**src/inc/uart_irda_consts.svh**
```systemverilog
// constants for the infrared-capable uart
`ifndef UART_IRDA_CONSTS_SVH
`define UART_IRDA_CONSTS_SVH
`define ADDR_CTL0        12'hF42
`define ADDR_CTL1        12'hF43
`define ADDR_STATUS      12'hF44
`define ADDR_TXDATA      12'hF45
`define ADDR_RXDATA      12'hF46
`define ADDR_BAUD_HI     12'hF47
`define ADDR_BAUD_LO     12'hF48
`define CTL0_RESET       8'h00
`define CTL1_RESET       8'h00
`define BAUD_RESET       16'h0001
`define BIT_TRANSMITTER  7
`define BIT_RECEIVER     6
`define BIT_CTS_GATE     5
`define BIT_PARITY       4
`define BIT_PARITY_ODD   3
`define BIT_BREAK        2
`define BIT_TWO_STOP     1
`define BIT_MP_MODE      0
`define BIT_MP_TX        1
`define BIT_IR_MODE      2
`define OVERSAMPLE       5'd16
`define IR_PULSE_START   4'd7
`define IR_PULSE_END     4'd10
`endif

```
**src/inc/uart_irda_pkg.sv**
```systemverilog
// types for the infrared-capable uart
package uart_irda_pkg;
  typedef enum logic [4:0] {
    TX_IDLE   = 5'b00001,
    TX_START  = 5'b00010,
    TX_DATA   = 5'b00100,
    TX_EXTRA  = 5'b01000,
    TX_STOP   = 5'b10000
  } tx_state_t;
  typedef enum logic [4:0] {
    RX_IDLE   = 5'b00001,
    RX_START  = 5'b00010,
    RX_DATA   = 5'b00100,
    RX_EXTRA  = 5'b01000,
    RX_STOP   = 5'b10000
  } rx_state_t;
endpackage : uart_irda_pkg

```
**src/hw/ir_bit_encoder.sv**
```systemverilog
// infrared pulse encoder for one bit period
`timescale 1ns/100ps
`include "uart_irda_consts.svh"
module ir_bit_encoder
  import uart_irda_pkg::*;
(
  input  wire logic       clock,
  input  wire logic       rst,
  input  wire logic       enable,
  input  wire logic       tick,
  input  wire logic [3:0] phase,
  input  wire logic       txBit,
  output logic            irPulse
);
  typedef struct packed {
    logic pulse;
  } enc_state_t;
  enc_state_t s_reg, s_next;
  always_comb begin
    s_next = s_reg;
    if (!enable) begin
      s_next.pulse = 1'b0;
    end else if (tick) begin
      s_next.pulse = !txBit && (phase >= `IR_PULSE_START) && (phase < `IR_PULSE_END);
    end
  end
  always_ff @(posedge clock) begin
    if (rst) begin
      s_reg <= '0;
    end else begin
      s_reg <= s_next;
    end
  end
  assign irPulse = s_reg.pulse;
endmodule : ir_bit_encoder

```
**src/hw/uart_irda_transceiver.sv**
```systemverilog
// uart with multiprocessor mode, parity, cts gating and infrared endec
//
// Design decision made here: the Wishbone register port.
`timescale 1ns/100ps
`include "uart_irda_consts.svh"
module uart_irda_transceiver
  import uart_irda_pkg::*;
(
  input  wire logic        clock,
  input  wire logic        rst,
  input  wire logic        wb_cyc_i,
  input  wire logic        wb_stb_i,
  input  wire logic        wb_we_i,
  input  wire logic [11:0] wb_adr_i,
  input  wire logic [7:0]  wb_dat_i,
  input  wire logic        wb_sel_i,
  output logic      [7:0]  wb_dat_o,
  output logic             wb_ack_o,
  input  wire logic        rxLine,
  input  wire logic        clearToSendN,
  output logic             txLine,
  output logic             driverEnable,
  output logic             txIrq
);
  typedef struct packed {
    logic [7:0]  ctl0;
    logic [7:0]  ctl1;
    logic [15:0] baud;
    logic [15:0] divCnt;
    logic        ack;
    logic [7:0]  rdata;
    logic [7:0]  txHold;
    logic        txHoldEmpty;
    logic        txMpHold;
    tx_state_t   txState;
    logic [3:0]  txPhase;
    logic [2:0]  txIdx;
    logic [7:0]  txShift;
    logic        txExtra;
    logic        txStop2;
    logic        txBit;
    rx_state_t   rxState;
    logic [3:0]  rxPhase;
    logic [2:0]  rxIdx;
    logic [7:0]  rxShift;
    logic        rxPar;
    logic        rxPulseSeen;
    logic [7:0]  rxData;
    logic        rxAvail;
    logic        overrun;
    logic        parityErr;
    logic        frameErr;
    logic        newFrame;
    logic        multiproc_rx_bit;
    logic        rxSawAddr;
  } core_state_t;
  core_state_t s_reg, s_next;
  logic tick;
  logic access;
  logic canSend;
  logic irMode;
  logic rxIn;
  logic ninthOn;
  logic irPulse;
  logic [7:0] statusWord;
  assign access  = wb_cyc_i && wb_stb_i && !s_reg.ack;
  assign tick    = (s_reg.divCnt <= 16'h0001) || (s_reg.baud == 16'h0000);
  assign irMode  = s_reg.ctl1[`BIT_IR_MODE] &&
                   (s_reg.ctl0[`BIT_TRANSMITTER] || s_reg.ctl0[`BIT_RECEIVER]);
  assign ninthOn = s_reg.ctl0[`BIT_PARITY] || s_reg.ctl0[`BIT_MP_MODE];
  assign canSend = s_reg.ctl0[`BIT_TRANSMITTER] &&
                   (!s_reg.ctl0[`BIT_CTS_GATE] || !clearToSendN);
  assign rxIn = irMode ? !(s_reg.rxPulseSeen || rxLine) : rxLine;
  assign statusWord = {s_reg.rxAvail, s_reg.overrun, s_reg.parityErr, s_reg.frameErr,
                       s_reg.txHoldEmpty, s_reg.newFrame, s_reg.multiproc_rx_bit, 1'b0};
  always_comb begin
    s_next = s_reg;
    s_next.ack = access;
    s_next.divCnt = tick ? s_reg.baud : s_reg.divCnt - 16'h0001;
    if (access && !wb_we_i) begin
      unique case (wb_adr_i)
        `ADDR_CTL0:    s_next.rdata = s_reg.ctl0;
        `ADDR_CTL1:    s_next.rdata = s_reg.ctl1 & 8'h07;
        `ADDR_STATUS:  s_next.rdata = statusWord;
        `ADDR_RXDATA: begin
          s_next.rdata = s_reg.rxData;
          s_next.rxAvail = 1'b0;
          s_next.newFrame = 1'b0;
          s_next.multiproc_rx_bit = 1'b0;
        end
        `ADDR_BAUD_HI: s_next.rdata = s_reg.baud[15:8];
        `ADDR_BAUD_LO: s_next.rdata = s_reg.baud[7:0];
        default:       s_next.rdata = 8'h00;
      endcase
    end
    if (access && wb_we_i && wb_sel_i) begin
      unique case (wb_adr_i)
        `ADDR_CTL0:    s_next.ctl0 = wb_dat_i;
        `ADDR_CTL1:    s_next.ctl1 = wb_dat_i & 8'h07;
        `ADDR_TXDATA: begin
          if (s_reg.txHoldEmpty) begin
            s_next.txHold = wb_dat_i;
            s_next.txMpHold = s_reg.ctl1[`BIT_MP_TX];
            s_next.txHoldEmpty = 1'b0;
          end
        end
        `ADDR_BAUD_HI: s_next.baud[15:8] = wb_dat_i;
        `ADDR_BAUD_LO: s_next.baud[7:0] = wb_dat_i;
        default: ;
      endcase
    end
    if (tick) begin
      unique case (s_reg.txState)
        TX_IDLE: begin
          s_next.txBit = !s_reg.ctl0[`BIT_BREAK];
          if (!s_reg.txHoldEmpty && canSend && !(irMode && s_reg.rxState != RX_IDLE)) begin
            s_next.txShift = s_reg.txHold;
            s_next.txExtra = s_reg.ctl0[`BIT_PARITY] ?
                             ((^s_reg.txHold) ^ s_reg.ctl0[`BIT_PARITY_ODD]) : s_reg.txMpHold;
            s_next.txHoldEmpty = 1'b1;
            s_next.txState = TX_START;
            s_next.txPhase = 4'd0;
            s_next.txStop2 = s_reg.ctl0[`BIT_TWO_STOP];
            s_next.txBit = 1'b0;
          end
        end
        default: begin
          s_next.txPhase = s_reg.txPhase + 4'd1;
          if (s_reg.txPhase == 4'd15) begin
            unique case (s_reg.txState)
              TX_START: begin
                s_next.txState = TX_DATA;
                s_next.txIdx = 3'd0;
                s_next.txBit = s_reg.txShift[0];
              end
              TX_DATA: begin
                s_next.txIdx = s_reg.txIdx + 3'd1;
                s_next.txBit = s_reg.txShift[s_reg.txIdx + 3'd1];
                if (s_reg.txIdx == 3'd7) begin
                  s_next.txState = ninthOn ? TX_EXTRA : TX_STOP;
                  s_next.txBit = ninthOn ? s_reg.txExtra : 1'b1;
                end
              end
              TX_EXTRA: begin
                s_next.txState = TX_STOP;
                s_next.txBit = 1'b1;
              end
              default: begin
                s_next.txBit = 1'b1;
                if (s_reg.txStop2) begin
                  s_next.txStop2 = 1'b0;
                end else begin
                  s_next.txState = TX_IDLE;
                end
              end
            endcase
          end
        end
      endcase
    end
    if (irMode && rxLine) begin
      s_next.rxPulseSeen = 1'b1;
    end
    if (!s_reg.ctl0[`BIT_RECEIVER]) begin
      s_next.rxState = RX_IDLE;
      s_next.rxPulseSeen = 1'b0;
    end else if (tick) begin
      s_next.rxPhase = s_reg.rxPhase + 4'd1;
      if (s_reg.rxPhase == 4'd15) begin
        s_next.rxPulseSeen = 1'b0;
      end
      unique case (s_reg.rxState)
        RX_IDLE: begin
          s_next.rxPulseSeen = 1'b0;
          // no receive while sending in infrared mode
          if (!rxIn && !(irMode && s_reg.txState != TX_IDLE)) begin
            s_next.rxState = RX_START;
            s_next.rxPhase = 4'd1;
          end
        end
        RX_START: begin
          if (s_reg.rxPhase == 4'd15) begin
            s_next.rxState = RX_DATA;
            s_next.rxIdx = 3'd0;
          end
        end
        RX_DATA: begin
          if (s_reg.rxPhase == 4'd15) begin
            s_next.rxShift = {rxIn, s_reg.rxShift[7:1]};
            s_next.rxIdx = s_reg.rxIdx + 3'd1;
            if (s_reg.rxIdx == 3'd7) begin
              s_next.rxState = ninthOn ? RX_EXTRA : RX_STOP;
            end
          end
        end
        RX_EXTRA: begin
          if (s_reg.rxPhase == 4'd15) begin
            s_next.rxPar = rxIn;
            s_next.rxState = RX_STOP;
          end
        end
        default: begin
          if (s_reg.rxPhase == 4'd7) begin
            s_next.rxState = RX_IDLE;
            s_next.overrun = s_reg.rxAvail;
            s_next.rxData = s_reg.rxShift;
            s_next.rxAvail = 1'b1;
            s_next.frameErr = !rxIn;
            s_next.parityErr = s_reg.ctl0[`BIT_PARITY] &&
                               (((^s_reg.rxShift) ^ s_reg.ctl0[`BIT_PARITY_ODD]) != s_reg.rxPar);
            if (s_reg.ctl0[`BIT_MP_MODE]) begin
              s_next.multiproc_rx_bit = s_reg.rxPar;
              s_next.newFrame = !s_reg.rxPar && s_reg.rxSawAddr;
              s_next.rxSawAddr = s_reg.rxPar;
            end
          end
        end
      endcase
    end
  end
  always_ff @(posedge clock) begin
    if (rst) begin
      s_reg <= '0;
      s_reg.ctl0 <= `CTL0_RESET;
      s_reg.ctl1 <= `CTL1_RESET;
      s_reg.baud <= `BAUD_RESET;
      s_reg.txHoldEmpty <= 1'b1;
      s_reg.txBit <= 1'b1;
      s_reg.txState <= TX_IDLE;
      s_reg.rxState <= RX_IDLE;
    end else begin
      s_reg <= s_next;
    end
  end
  ir_bit_encoder encoder (
    .clock   (clock),
    .rst     (rst),
    .enable  (irMode),
    .tick    (tick),
    .phase   (s_next.txPhase),
    .txBit   (s_next.txBit),
    .irPulse (irPulse)
  );
  assign wb_ack_o = s_reg.ack;
  assign wb_dat_o = s_reg.rdata;
  assign txLine = irMode ? irPulse : s_reg.txBit;
  assign driverEnable = s_reg.txState != TX_IDLE;
  assign txIrq = s_reg.txHoldEmpty && s_reg.ctl0[`BIT_TRANSMITTER];
endmodule : uart_irda_transceiver

```
**config.mk**
```make
export PLATFORM = sky130hd
export DESIGN_NAME = uart_irda_transceiver
export DESIGN_NICKNAME = d
export VERILOG_FILES = /design/src/inc/uart_irda_pkg.sv /design/src/hw/ir_bit_encoder.sv /design/src/hw/uart_irda_transceiver.sv
export VERILOG_INCLUDE_DIRS = /design/src /design/src/inc
export SDC_FILE = /design/constraint.sdc
export NUM_CORES = 1
export LEC_CHECK = 0
export BUFFER_PORTS_ARGS = -buffer_cell sky130_fd_sc_hd__clkbuf_2
export CAP_MARGIN = 30
export CORE_MARGIN = 4
export CORE_UTILIZATION = 40
export DETAILED_ROUTE_END_ITERATION = 6
export PLACE_DENSITY = 0.69
export SYNTH_ARGS = -nofsm -noshare
export SYNTH_HDL_FRONTEND = slang
export SYNTH_SLANG_ARGS = --single-unit
```
**constraint.sdc**
```tcl
create_clock -name clock -period 5.6 [get_ports clock]
set_input_delay 0.56 -clock clock [delete_from_list [all_inputs] [get_ports clock]]
set_output_delay 0.56 -clock clock [all_outputs]
set_load 0.005 [all_outputs]
```
## Yosys cells after proc, flatten, opt, wreduce, memory -nomap -nowiden

Cells that the tools add are included.
W data, S select, Z words.

| word-level totals | value |
|---|---|
| output and inout port bits | 12 |
| flip-flop bits (word level) | 123 |
| input port bits | 28 |

| operators by class | value |
|---|---|
| multiplexer cells | 55 |
| bitwise operators | 6 |
| equal/unequal tests | 32 |
| add/subtract/negate cells | 5 |
| reduce and logical (&&, ||, !) cells | 62 |
| order comparisons | 4 |

Operator list:

| kind | number |
|---|---|
| $eq A12 B12 Y1 const B | 7 |
| $pmux W8 S6 | 1 |
| $mux W5 | 9 |
| $mux W9 | 4 |
| $mux W16 | 2 |
| $mux W15 | 2 |
| $mux W11 | 2 |
| $pmux W5 S4 | 1 |
| $reduce_and A4 Y1 | 5 |
| $logic_and A1 B1 Y1 | 18 |
| $mux W18 | 1 |
| $le A16 B1 Y1 const B | 1 |
| $logic_not A16 Y1 | 1 |
| $mux W1 | 16 |
| $reduce_xor A8 Y1 | 2 |
| $sub A16 B1 Y16 const B | 1 |
| $ne A5 B1 Y1 const B | 3 |
| $pmux W5 S3 | 1 |
| $reduce_and A5 Y1 | 3 |
| $logic_not A1 Y1 | 12 |
| $mux W2 | 6 |
| $mux W3 | 4 |
| $ne A2 B2 Y1 const B | 6 |
| $pmux W3 S2 | 2 |
| 30 further kinds | 54 |

## Depth between registers and ports, before layout

Gate-level depths: netlist of run 1.

| logic depth | value |
|---|---|
| depth in word-level cells | 11 |
| depth in mapped cells | 10 |
| gate-level depth less buffers | 9 |

## Modules after synthesis

From an unflattened synthesis of run 1, not the netlist that was laid out.

| unflattened totals | value |
|---|---|
| cell total of the unflattened synthesis | 730 |
| area total of the unflattened synthesis | 6,376.1 sq um |

Modules (own cells, without submodules):

| module | instances | cells each | area each (sq um) |
|---|---|---|---|
| uart_irda_transceiver | 1 | 723 | 6,309.8 |
| ir_bit_encoder | 1 | 7 | 66.3 |

## Worst setup path before layout of run 1

Ideal clock, no wire load.

| timing | value |
|---|---|
| kind | input-to-reg |
| start | in wb_adr_i[5] |
| end | reg s_reg (netlist bit wb_dat_o[5]) |
| slack | 3,207 ps |
| arrival | 2,328 ps |
| data required time | 5,535 ps |
| stages | 9 |
| cells stage by stage | or4b_1 -> or2_1 -> buf_2 -> nor4_4 -> buf_4 -> a222oi_1 -> a21oi_1 -> a21oi_1 -> nor2_1 |

| on the way | value |
|---|---|
| cells in the longest elaborated chain, start to end | 2 |
| elaborated cells between the ends (all ways) | 7 |
| those cells by class | eq/ne: 6; mux: 1 |

Ends and longest elaborated chain:

| item | RTL line | source |
|---|---|---|
| start: declaration | uart_irda_transceiver.sv:14 | `input wire logic [11:0] wb_adr_i,` |
| $eq A12 B12 Y1 | uart_irda_transceiver.sv:81 | `unique case (wb_adr_i)` |
| $pmux W8 S6 * | uart_irda_transceiver.sv:81 |  |
| end signal: assignment | uart_irda_transceiver.sv:232 | `s_reg <= s_next;` |
| end: declaration | uart_irda_transceiver.sv:57 | `core_state_t s_reg, s_next;` |

Mark *: on every way between the ends. The rest lies on a longest branch, timed or not.
A chain may end at the register's enable or synchronous reset.

## Worst setup path in the final report of run 1

| timing | value |
|---|---|
| start | reg s_reg[79] (netlist bit) |
| end | reg s_reg[25] (netlist bit) |

| on the way | value |
|---|---|
| cells in the longest elaborated chain, start to end | 3 |

Ends and longest elaborated chain:

| item | RTL line | source |
|---|---|---|
| $le A16 B1 Y1 | uart_irda_transceiver.sv:67 | `assign tick = (s_reg.divCnt <= 16'h0001) \|\| (s_reg.baud == 16'h0000);` |
| $logic_or A1 B1 Y1 | uart_irda_transceiver.sv:67 |  |
| $reduce_and A5 Y1 (no source line) | -- |  |

Every way passes these cells.

==> impl_metrics.toml, run 1 <==
[outcome]
outcome = "complete, but fails checks"
violations = "DRC"

[logic_synthesis]
synth_fp_nets = 771
async_flop_share_pct = 0
synth_most_common_cell = "dfxtp_1"
netlist_top_cells_area = "dfxtp_1 (40%), a21oi_1 (6.8%), nor2_1 (5.5%), nand2_1 (5.4%), mux2i_1 (4.6%)"
syn_avg_cell_area_sq_um = 8.28
synthesis.area_sq_um = 6080
synth_edf_count = 0
ys_warn_count = 0
seq_area_frac_synth_pct = 40.5
yosys_register_bits = 123
yosysTopAreaCellShare_pct = 40.5
syn_inst = 735
ys_top_cells_by_count = "dfxtp_1 (123), nor2_1 (89), nand2_1 (88)"
yosysTopAreaCell = "dfxtp_1"
ys_types = 71
synth_ff_type = "dfxtp_1"

[global_route]
grt_max_degree = 86
grt-ovfl-total = 0
antenna_found_initial = 0
grt_usage_pct = 17.5
grt_pass1_wl_microns = 25400
grt_pass1_vias = 5000

[floorplan]
initial_utilization_pct = 41.4
die_h_microns = 131
die_area_sq_um = 17200
core_area_sq_um = 14700
die_w_microns = 131
num_io_pins = 40
num_rows = 44

[sta]
rsz0062_at_grt = "false"
worst_pin_slew_ns = 0.890
hold_viol = 0
period_minus_slack_ns = 2.76
setup_ws_ns = 2.84
finalSetupViolCount = 0
hold_ws_ns = 0.436
report.final.slew_viol_count = 0
fin_tns_setup_ns = 0
maxSlewHeadroom_pct = 40.7
skew_ns = 0.00802
fin_crit_sh_pct = 49.3
fmax_mhz = 362

[clock_network]
clk_pin_slew_ns = 0.06
htreeDepth = 4
cts_sinks = 123
post_cts_buffers = 0
cts-resized-gates = 0
clock_latency_ns = 0.41
tritoncts.num_buffers = 17
cts_tree = "built"
clockBufferDepth = 2
root_buffer = "clkbuf_16"
cts_hold_buf = 0

[setup_path]
regToRegEndpoint = "s_reg[25]"
r2r-start = "s_reg[79]"
reg2regPathDepth = 9
worstPathArrival_ns = 3.10
required_ns = 5.93
rrSetupSlack_ns = 2.84
critical_path_class = "reg -> reg"
cp-end-kind = "flip-flop"
worstSetupStartpointType = "flip-flop"
crit_fanout = 15

[hold_path]
hold_start = "wb_stb_i"
worstHoldPathType = "in -> reg"
min_to = "wb_ack_o"
hold_depth = 3

[place]
post_dp_cell_area_sq_um = 6300
placed_cells = 911
place_hpwl_microns = 10300
dp_slack_ns = 2.51
place.gp.congestion = 0.924
portBuffers = 39

[pwr]
cellLeakagePower_nw = 2.55
power_density_nw_per_um2 = 355
ir_drop_uv = 308
total_power_mw = 2.47

[job]
drv_cap = 0

[cells_and_area]
drive_above_1_share_pct = 13.8
diodes = 0
syn_to_final_growth_pct = 14.4
nets = 783
post-route-util_pct = 47.4
fin_area_sq_um = 6960
largest_reg_flops = 113
final_cells = 944

[route]
drt-total-wl_microns = 15200
firstDrtPassIters = 7
antenna_left = 0
num_vias = 5388
drc = 6
avgRoutedWirePerCell_microns = 16.1
drt_iter0_drc = 711
vias_per_cell = 5.71
## report_power, final
group          internal (mW)  switching [mW]  leakage, nW
registers              0.910          0.0322        0.994
logic                  0.131           0.197         1.25
clock network          0.790           0.408        0.309
total                   1.83           0.637         2.55
## critical path, stage by stage, from the launching register on
cell and delay (ns):
dfxtp_1 0.34, inv_1 0.07, ha_1 0.28, nor2_1 0.08, nor3_1 0.39, a31o_4 0.36, and2_2 0.34, nand4_2 0.20
or4_1 0.45, a21oi_1 0.17
## final cells by class
cell class | count | area (sq um)
multi-input cells | 551 | 3350
clock inverters | 15 | 223
well taps | 184 | 230
clock buffers | 17 | 425
flip-flops and latches | 123 | 2460
fillers | 1442 | 7740
inverters | 11 | 41.3
repair buffers | 43 | 228
## worst max path at each step
stage / startpoint / end / slack, ns / depth (start not counted)
2_1_floorplan: wb_adr_i[5] / wb_dat_o[5] / 3.21 / 9
3_3_place_gp: wb_adr_i[5] / wb_dat_o[4] / 2.51 / 8
3_5_place_dp: wb_adr_i[5] / wb_dat_o[4] / 2.51 / 8
4_1_cts: s_reg[79] / s_reg[25] / 2.81 / 9
5_1_grt: s_reg[79] / s_reg[25] / 2.59 / 9
6_report: s_reg[79] / s_reg[25] / 2.84 / 9
## per-layer routing
layer / up-vias / GRT usage, % / part of all wire (%)
met5: - / 0 / 0
met4: 0 / 4.84 / 1.5
met3: 20 / 3.67 / 5.9
met2: 176 / 27.9 / 46
met1: 2543 / 24.3 / 47
li1: 2649 / - / -
## cells by family (layout without fill, tap and decap cells)
kind of cell / Yosys count / in the layout / share of synthesized area, %
compound gates: 161 / 161 / 16.5
xor+xnor: 31 / 31 / 4.46
fa+ha+maj: 8 / 8 / 1.65
buf+inv: 61 / 86 / 4.59
flops: 123 / 123 / 40.5
mux: 39 / 39 / 7.01
simple gates: 312 / 312 / 25.3
## layout by cell type (no fill, tap or decap), drive strengths merged, types with 3 or more instances in the layout
master    count
nor2b         3
mux2i        28
mux2          9
clkinvlp      3
buf           4
nand3b        5
nand4         5
nand3        49
xor2          9
a31oi         4
nor3b         5
nor2         90
nand4b        4
or3           3
o21ai        20
a22oi         5
ha            8
clkinv        6
nor4          9
and2          3
nand2        88
and3          9
a211oi       16
a21oi        85
bufinv        5
or2           9
o211ai        4
nand2b        7
nor3         15
inv          12
a222oi        5
clkbuf       56
a311oi        3
dfxtp       123
xnor2        22
Power figures use the tool's default switching activity.
==> inputs of run 2 (changes only) <==
Settings changed: PLACE_DENSITY 0.69 to 0.71.
Clock period 5.6 ns to 2.35 ns, I/O delays scaled along.
==> run 2 against run 1 <==
Net effect: the flow now finishes without violations; fmax is 20% higher; hold slack got worse by 0.34 ns; critical path depth fell by 2; total power is 140% higher; first-iteration DRC count shrank 28%; global-route usage up 0.18 points; critical endpoint unchanged; highest routed layer unchanged.
==> impl_metrics.toml, run 2 (synthesis gave the netlist of run 1 again) <==
[outcome]
outcome = "complete, no violations"

[cells_and_area]
syn_to_final_growth_pct = 20.6
fin_area_sq_um = 7340
largest_reg_flops = 113
drive_above_1_share_pct = 19.6
post-route-util_pct = 49.9
final_cells = 985
diodes = 0
mostFrequentLayoutCell = "dfxtp_1"
mostFrequentLayoutCells = "dfxtp_1 (122), nor2_1 (89), nand2_1 (88), a21oi_1 (79), nand3_1 (49)"
nets = 824
fillers = 1367

[global_route]
grt_usage_pct = 17.7
grt_pass1_wl_microns = 25600
grt.busiest_layer = "met2"
grt_util_met3_pct = 3.48
grt_pass1_vias = 5155
grt_max_degree = 83
grt_use_met1_pct = 23.8
grt_util_met2_pct = 28.9
grt-ovfl-total = 0
antenna_found_initial = 0

[place]
post_dp_cell_area_sq_um = 6600
portBuffers = 39
place.gp.congestion = 0.905
place_hpwl_microns = 10900
dp_slack_ns = 0.0314
placed_cells = 949

[sta]
rsz0062_at_grt = "true"
finalSetupViolCount = 0
fin_tns_setup_ns = 0
skew_ns = 0.0133
setup_ws_ns = 0.0435
maxSlewHeadroom_pct = 41.3
worst_pin_slew_ns = 0.872
fmax_mhz = 434
period_minus_slack_ns = 2.31
fin_crit_sh_pct = 98.2
report.final.slew_viol_count = 0
hold_viol = 0

[pwr]
cellLeakagePower_nw = 2.80
ir_drop_uv = 893
power_density_nw_per_um2 = 808

[setup_path]
worstSetupStartpointType = "flip-flop"
crit_chain = "or4_4 > nor3_4 > a31o_4 > and2_4 > nand4_2 > or4_1 > a21oi_1"
cp-end-kind = "flip-flop"
required_ns = 2.70
cpPeakStageDelay_ns = 0.56
critical_path_class = "reg -> reg"
crit_path_top_delay_cell = "or4_4"
worstPathArrival_ns = 2.65
crit_fanout = 5

[clock_network]
clock_latency_ns = 0.42
htreeDepth = 4
clockBufferDepth = 2
root_buffer = "clkbuf_16"
tritoncts.num_buffers = 17
cts_tree = "built"
clk_pin_slew_ns = 0.06
cts_sinks = 123

[floorplan]
num_io_pins = 40
core_area_sq_um = 14700
initial_utilization_pct = 41.4
die_area_sq_um = 17200
die_w_microns = 131
num_rows = 44
die_h_microns = 131

[job]
drv_cap = 0

[route]
antenna_left = 0
firstDrtPassIters = 5
avgRoutedWirePerCell_microns = 15.9
num_vias = 5536
drt-total-wl_microns = 15600
drc = 0
drt_iter0_drc = 511
vias_per_cell = 5.62

[hold_path]
worstHoldPathType = "in -> reg"
[run 2: what timing repair did]
| action | CTS | global route |
|---|---|---|
| buffers inserted | 0 | 4 |
| setup endpoints to repair | 0 | 21 |
| gates resized for setup | 0 | 18 |
| hold buffers | 0 | 0 |
[run 2: final timing paths]
check	depth (start not counted)	slack [ns]	to	start
max	7	0.04	s_reg[25]	s_reg[90]
min	3	0.10	wb_ack_o	wb_stb_i
max reg2reg	7	0.04	s_reg[25]	s_reg[90]
min reg2reg	2	0.45	s_reg[8]	s_reg[8]
[run 2: critical path, delay by kind of cell, from the launching register on]
family / cells / cell delay (ns)
simple gates: 5 / 1.53
compound gates: 2 / 0.39
flops: 1 / 0.32
[run 2: through the flow]
stage               hold slack [ns]  power [mW]
finish                        0.100        5.93
global route                  0.115        6.17
CTS                          0.0882        5.91
detailed placement            0.447        3.12
global placement              0.441        3.10
floorplan                     0.379        2.88
[run 2: power by group]
group	internal [mW]	leakage, nW	total (mW)	switching [mW]
Clock	1.79	0.309	2.81	1.01
Combinational	0.385	1.50	0.883	0.498
Sequential	2.17	0.994	2.24	0.0726
Total	4.35	2.80	5.93	1.58
[run 2: final cells by class]
class                      count  area [sq um]  area share, %
clock inverter                15           211           2.88
multi-input combinational    551          3410           46.4
timing repair buffer          84           559           7.62
tap                          184           230           3.14
inverter                      11          41.3          0.563
sequential                   123          2460           33.6
clock buffer                  17           425           5.80
[run 2: metal layers]
metal,vias up,part of all wire (%)
met3,27,5.4
met5,-,0
met2,160,47
met4,0,1.6
met1,2633,46
li1,2716,-
